**src/spi_pkg.sv**
```systemverilog
package spi_pkg;

  localparam int unsigned CLK_HZ = 250_000_000;
  // Timing figures as specified, in milliseconds
  localparam int unsigned FLOW_PULSE_MS = 500;
  localparam int unsigned EVENT_MIN_MS = 3000;
  localparam int unsigned BIT_HALF_MS = 50;
  localparam int unsigned FAIL_HIGH_MS = 150;
  localparam int unsigned GAP_A_MS = 200;
  // One-millisecond tick divider
  localparam int unsigned TICK_CYC = CLK_HZ / 1000;
  // Thresholds in ms ticks: fail if first high above midpoint of 50 and 150
  localparam int unsigned FAIL_THR_MS = (BIT_HALF_MS + FAIL_HIGH_MS) / 2;
  // Train ends after a low longer than one low half plus margin
  localparam int unsigned END_GAP_MS = (GAP_A_MS + BIT_HALF_MS) / 2;
  localparam int unsigned MS_W = 16;
  localparam int unsigned BOTTLE_W = 8;
  localparam int unsigned STAMP_W = 32;

  typedef struct packed {
    logic [STAMP_W-1:0] stamp;
    logic [BOTTLE_W-1:0] bottle;
    logic failed;
  } spi_entry_t;

endpackage

```
**src/spi_sampler_if.sv**
```systemverilog
`timescale 1ns/1ps
// Summary of operation
// - Flow quantity reached: 500 ms output pulse
// - Wake line floats, grounds on set-point
// - Each accepted confirmation logs a timestamp
// - Bottle number stored with sample time
module spi_sampler_if
  import spi_pkg::*;
#(
  parameter int unsigned TICK_CYCLES = TICK_CYC,
  parameter int unsigned FLOW_MS = FLOW_PULSE_MS,
  parameter int unsigned EVENT_MS = EVENT_MIN_MS
) (
  // Clock and reset
  input wire logic clk,
  input wire logic rst_b,
  // Flow logic side
  input wire logic flowQuantityReached,
  input wire logic setPointMet,
  input wire logic [STAMP_W-1:0] timeStamp,
  // Sampler pins
  output logic flowPulseOut,
  output logic wakeOut,
  output logic wakeOe,
  input wire logic eventIn,
  input wire logic bottleIn,
  // Log output
  output logic logValid,
  output spi_entry_t logEntry
);

  typedef enum logic [1:0] {BT_IDLE, BT_HIGH, BT_LOW} spi_bstate_t;

  logic [31:0] divCnt_r, divCnt_nxt;
  logic tick_r, tick_nxt;
  logic [2:0] evSync_r, evSync_nxt;
  logic [2:0] btSync_r, btSync_nxt;
  logic evLvl_r, evLvl_nxt;
  logic btLvl_r, btLvl_nxt;
  logic [MS_W-1:0] flowCnt_r, flowCnt_nxt;
  logic flowPulse_r, flowPulse_nxt;
  logic wake_r, wake_nxt;
  logic [MS_W-1:0] evCnt_r, evCnt_nxt;
  logic evDone_r, evDone_nxt;
  spi_bstate_t bState_r, bState_nxt;
  logic [MS_W-1:0] bCnt_r, bCnt_nxt;
  logic [BOTTLE_W-1:0] pulses_r, pulses_nxt;
  logic firstHi_r, firstHi_nxt;
  logic fail_r, fail_nxt;
  logic [BOTTLE_W-1:0] lastBottle_r, lastBottle_nxt;
  logic lastFail_r, lastFail_nxt;
  logic logValid_r, logValid_nxt;
  spi_entry_t entry_r, entry_nxt;

  // Millisecond tick and pin synchronisers
  always_comb begin
    tick_nxt = 1'b0;
    divCnt_nxt = divCnt_r + 32'h1;
    if (divCnt_r >= TICK_CYCLES - 1) begin
      divCnt_nxt = 32'h0;
      tick_nxt = 1'b1;
    end
    evSync_nxt = {evSync_r[1:0], eventIn};
    btSync_nxt = {btSync_r[1:0], bottleIn};
    // Level changes only when stages two and three agree
    evLvl_nxt = (evSync_r[2] == evSync_r[1]) ? evSync_r[2] : evLvl_r;
    btLvl_nxt = (btSync_r[2] == btSync_r[1]) ? btSync_r[2] : btLvl_r;
  end

  // Flow pulse and wake line
  always_comb begin
    flowCnt_nxt = flowCnt_r;
    flowPulse_nxt = flowPulse_r;
    // A request during an active pulse is absorbed, not queued
    if (!flowPulse_r && flowQuantityReached) begin
      flowPulse_nxt = 1'b1;
      flowCnt_nxt = '0;
    end else if (flowPulse_r && tick_r) begin
      flowCnt_nxt = flowCnt_r + 1'b1;
      if (flowCnt_r >= MS_W'(FLOW_MS - 1)) begin
        flowPulse_nxt = 1'b0;
      end
    end
    wake_nxt = setPointMet;
  end

  // Bottle train decoder
  always_comb begin
    bState_nxt = bState_r;
    bCnt_nxt = bCnt_r;
    pulses_nxt = pulses_r;
    firstHi_nxt = firstHi_r;
    fail_nxt = fail_r;
    lastBottle_nxt = lastBottle_r;
    lastFail_nxt = lastFail_r;
    if (tick_r && bCnt_r != '1) begin
      bCnt_nxt = bCnt_r + 1'b1;
    end
    unique case (bState_r)
      BT_IDLE: begin
        if (btLvl_r) begin
          bState_nxt = BT_HIGH;
          bCnt_nxt = '0;
          pulses_nxt = '0;
          firstHi_nxt = 1'b1;
          fail_nxt = 1'b0;
        end
      end
      BT_HIGH: begin
        if (!btLvl_r) begin
          pulses_nxt = pulses_r + 1'b1;
          if (firstHi_r && bCnt_r >= MS_W'(FAIL_THR_MS)) begin
            fail_nxt = 1'b1;
          end
          firstHi_nxt = 1'b0;
          bState_nxt = BT_LOW;
          bCnt_nxt = '0;
        end
      end
      BT_LOW: begin
        if (btLvl_r) begin
          bState_nxt = BT_HIGH;
          bCnt_nxt = '0;
        end else if (bCnt_r >= MS_W'(END_GAP_MS)) begin
          // Only the first bottle of a set is ever sent; keep it
          lastBottle_nxt = pulses_r;
          lastFail_nxt = fail_r;
          bState_nxt = BT_IDLE;
        end
      end
    endcase
  end

  // Confirmation filter and log
  always_comb begin
    evCnt_nxt = evCnt_r;
    evDone_nxt = evDone_r;
    logValid_nxt = 1'b0;
    entry_nxt = entry_r;
    if (!evLvl_r) begin
      evCnt_nxt = '0;
      evDone_nxt = 1'b0;
    end else if (tick_r && !evDone_r) begin
      evCnt_nxt = evCnt_r + 1'b1;
      // Logged once per pulse, on reaching the minimum width
      if (evCnt_r >= MS_W'(EVENT_MS - 1)) begin
        evDone_nxt = 1'b1;
        logValid_nxt = 1'b1;
        entry_nxt.stamp = timeStamp;
        entry_nxt.bottle = lastBottle_r;
        entry_nxt.failed = lastFail_r;
      end
    end
  end

  always_ff @(posedge clk) begin
    if (!rst_b) begin
      divCnt_r <= 32'h0;
      tick_r <= 1'b0;
      evSync_r <= 3'h0;
      btSync_r <= 3'h0;
      evLvl_r <= 1'b0;
      btLvl_r <= 1'b0;
      flowCnt_r <= '0;
      flowPulse_r <= 1'b0;
      wake_r <= 1'b0;
      evCnt_r <= '0;
      evDone_r <= 1'b0;
      bState_r <= BT_IDLE;
      bCnt_r <= '0;
      pulses_r <= '0;
      firstHi_r <= 1'b0;
      fail_r <= 1'b0;
      lastBottle_r <= '0;
      lastFail_r <= 1'b0;
      logValid_r <= 1'b0;
      entry_r <= '0;
    end else begin
      divCnt_r <= divCnt_nxt;
      tick_r <= tick_nxt;
      evSync_r <= evSync_nxt;
      btSync_r <= btSync_nxt;
      evLvl_r <= evLvl_nxt;
      btLvl_r <= btLvl_nxt;
      flowCnt_r <= flowCnt_nxt;
      flowPulse_r <= flowPulse_nxt;
      wake_r <= wake_nxt;
      evCnt_r <= evCnt_nxt;
      evDone_r <= evDone_nxt;
      bState_r <= bState_nxt;
      bCnt_r <= bCnt_nxt;
      pulses_r <= pulses_nxt;
      firstHi_r <= firstHi_nxt;
      fail_r <= fail_nxt;
      lastBottle_r <= lastBottle_nxt;
      lastFail_r <= lastFail_nxt;
      logValid_r <= logValid_nxt;
      entry_r <= entry_nxt;
    end
  end

  assign flowPulseOut = flowPulse_r;
  // Open drain: drive low only, float otherwise
  assign wakeOut = 1'b0;
  assign wakeOe = wake_r;
  assign logValid = logValid_r;
  assign logEntry = entry_r;

endmodule // spi_sampler_if

```
**config.mk**
```make
export PLATFORM = sky130hd
export DESIGN_NAME = spi_sampler_if
export DESIGN_NICKNAME = d
export VERILOG_FILES = /design/src/spi_pkg.sv /design/src/spi_sampler_if.sv
export SDC_FILE = /design/constraint.sdc
export NUM_CORES = 1
export LEC_CHECK = 0
export ABC_AREA = 1
export BUFFER_PORTS_ARGS = -buffer_cell sky130_fd_sc_hd__buf_2
export CORE_ASPECT_RATIO = 0.5
export CORE_MARGIN = 2
export CORE_UTILIZATION = 40
export DETAILED_ROUTE_END_ITERATION = 7
export PLACE_DENSITY = 0.59
export RECOVER_POWER = 100
export SYNTH_ARGS = -nofsm -noshare
export SYNTH_HDL_FRONTEND = slang
export SYNTH_SLANG_ARGS = --single-unit
```
**constraint.sdc**
```tcl
create_clock -name clk -period 3.55 [get_ports clk]
set_input_delay 0.5325 -clock clk [delete_from_list [all_inputs] [get_ports clk]]
set_output_delay 0.5325 -clock clk [all_outputs]
set_load 0.005 [all_outputs]
```
==> impl_metrics.json <==
{
  "power_density_mw_per_mm2": 472,
  "cts_tree": "done",
  "cap_violations": 1,
  "synth_top_family_by_area": "simple AND/OR/NAND/NOR gates",
  "synth_seq_cells": 155,
  "die_w_um": 187,
  "arrival_ns": 2.67,
  "maxClockFrequency_ghz": 0.407,
  "critPathCaptureType": "flop",
  "syn_area_mm2": 0.00667,
  "p_sw_share_pct": 22.5,
  "numPlacedInstances": 1194,
  "ys_seq_area_share_pct": 46.5,
  "synthMuxAreaShare_pct": 0,
  "routed-via-count": 5734,
  "setup-tns-final_ns": 0,
  "synthCells": 893,
  "start_kind": "flop",
  "fin_crit_ns": 2.46,
  "critPathMaxStageDelay_ns": 0.57,
  "final_max_slew_viol_count": 52,
  "setup_viol": 0,
  "overflow": 0,
  "skew_ns": 0.0141,
  "grt_pass1_vias": 5086,
  "switchingPower_uw": 825,
  "leakagePower_nw": 3.00,
  "cp_common_cell": "nand2_1",
  "drt-total-wl_mm": 14.0,
  "drc": 0,
  "die_y_um": 95.3,
  "core_mm2": 0.0164,
  "hold_violations": 0,
  "rsz0062_at_grt": "false",
  "io_pins": 83,
  "rows": 33,
  "synth-compound-area-share_pct": 10.3,
  "drt_first_pass_iters": 5,
  "slew_headroom_pct": -8.77,
  "worstPathRequired_ns": 3.76,
  "dieArea_mm2": 0.0178,
  "clockPowerShare_pct": 49.0,
  "clockBufferDepth": 2,
  "detail-route-antenna-nets": 0,
  "synthSimpleGateAreaFrac_pct": 30.6,
  "cts_buffers": 17,
  "drt_iter0_drc": 256,
  "drive_gt1_share_pct": 10.8,
  "post-route-util_pct": 47.6,
  "worstPathCellList": "ha_1, a21oi_1, o21ai_0, nand2_1, nand2_1, nand2_4, nand2_1, a21oi_1",
  "syn_area_per_cell_um2": 7.47,
  "clk_pin_slew_worst_paths_ns": 0.06,
  "ys.warnings.count": 0,
  "cts_repair_resize_count": 0,
  "hold_path_class": "in2reg",
  "netlist-cell-type-count": 40,
  "path_max_fanout": 43,
  "power_frac_comb_pct": 2.7,
  "antenna_found_initial": 0,
  "violations": "max-capacitance violations, max-slew violations",
  "via_per_inst": 4.68,
  "p_int_mw": 2.84,
  "finalCritPeriodShare_pct": 69.2,
  "gp_congestion": 0.801,
  "clkLatencyLatePin_ns": 0.41,
  "cts_max_level": 4,
  "routedWlPerCell_um": 11.4,
  "peakVddDrop_v": 0.000292,
  "diodes": 0,
  "postCtsSetupBuffers": 0,
  "grt_usage_pct": 16.1,
  "final_common_cell": "nand2_1",
  "fin_cells": 1226,
  "yosys.area_share.adder_pct": 1.50,
  "cts-hold-fix-buffers": 0,
  "area_delta_synth_final_pct": 16.7,
  "synth_xor_area_share_pct": 2.89,
  "fill_cells": 1652,
  "place.detailed.hpwl_mm": 9.85,
  "critPathKind": "reg2reg",
  "max_slew.worst_pin.slew_ns": 1.63,
  "most-common-layout-cells": "192 x nand2_1, 155 x dfxtp_1, 125 x nor2_1",
  "cts.sinks": 155,
  "whs_ns": 0.302,
  "grt_pass1_wl_mm": 23.3,
  "port_buffers": 81,
  "reg2reg_slack_ns": 1.09,
  "nets": 1032,
  "grt_max_degree": 52,
  "critPathSlowestCell": "nand2_1",
  "status": "complete, but fails checks",
  "initial_utilization_pct": 40.8,
  "cts-root-buf": "clkbuf_16",
  "pwr-share-seq_pct": 48.3
}
## per-stage QoR
step / setup WS (ns) / power [mW] / cell area (um^2)
2_1_floorplan: 2.03 / 1.87 / 6720
3_3_place_gp: 1.57 / 1.91 / 7260
3_5_place_dp: 1.53 / 1.91 / 7260
4_1_cts: 1.52 / 3.72 / 7840
5_1_grt: 0.838 / 3.82 / 7780
6_report: 1.09 / 3.67 / 7780
## area by class of cell
class                           instances  area, um^2  area share (%)
Sequential cell                       155        3100            39.9
Multi-Input combinational cell        632        3060            39.3
Clock buffer                           18         429            5.52
Timing Repair Buffer                   84         388            4.99
Inverter                               96         360            4.63
Tap cell                              227         284            3.65
Clock inverter                         14         158            2.03
## layer usage
metal / GRT usage [%] / wire, um
met1: 20.6 / 7100
met5: 0 / 0
met2: 27.0 / 6300
met4: 4.56 / 48
met3: 4.45 / 550
## power groups by stage
stage	combinational [mW]	sequential [mW]	clock (mW)
CTS	0.104	1.77	1.84
detailed placement	0.103	1.81	0
finish	0.100	1.77	1.80
global route	0.115	1.77	1.93
floorplan	0.0652	1.81	0
global placement	0.103	1.81	0
## critical path: cells and delay by family (launching register included)
kind	cells	cell delay [ns]
DFF	1	0.37
AOI/OAI and AO/OA	3	0.35
and+or+nand+nor	4	1.30
adders and majority gates	1	0.23
## sequential cells by signal (all words and copies together), names as in the netlist, 2 cells and up
register / flops
pulses_r: 8
btSync_r: 3
logEntry: 41
lastBottle_r: 8
divCnt_r: 32
evCnt_r: 16
evSync_r: 3
bState_r: 2
bCnt_r: 16
flowCnt_r: 16
## Yosys cell counts (all sizes together)
cell     instances  area share, %
a21oi           85            6.5
a2bb2oi          1           0.13
a311oi           1           0.13
buf             18            2.3
clkbuf           6           0.34
clkinv           3           0.17
conb             1          0.056
dfxtp          155             47
ha               8            1.5
inv             93            5.2
nand2          196             12
nand3           77            5.9
nand3b           5           0.62
nand4           15            1.6
nor2           134            8.3
nor3            24            2.1
nor3b            3           0.34
nor4             1          0.094
o21a             2           0.23
o21ai           38            2.9
o21bai           3           0.34
o22ai            1          0.094
or2              1          0.094
xnor2            7           0.92
xor2            15            2.0
## final timing paths
kind,startpoint,end,cells after the start
max reg2reg,evCnt_r[0],logEntry[5],8
min,setPointMet,wakeOe,3
max,evCnt_r[0],logEntry[5],8
min reg2reg,evSync_r[0],evSync_r[1],2
## kinds of logic after synthesis
family | Yosys count
AO/OA/AOI/OAI | 131
XOR/XNOR | 22
adder cells (fa/ha/maj) | 8
buffers and inverters | 120
flip-flops | 155
other | 1
AND/OR/NAND/NOR | 456
(Power assumes the default switching activity.)
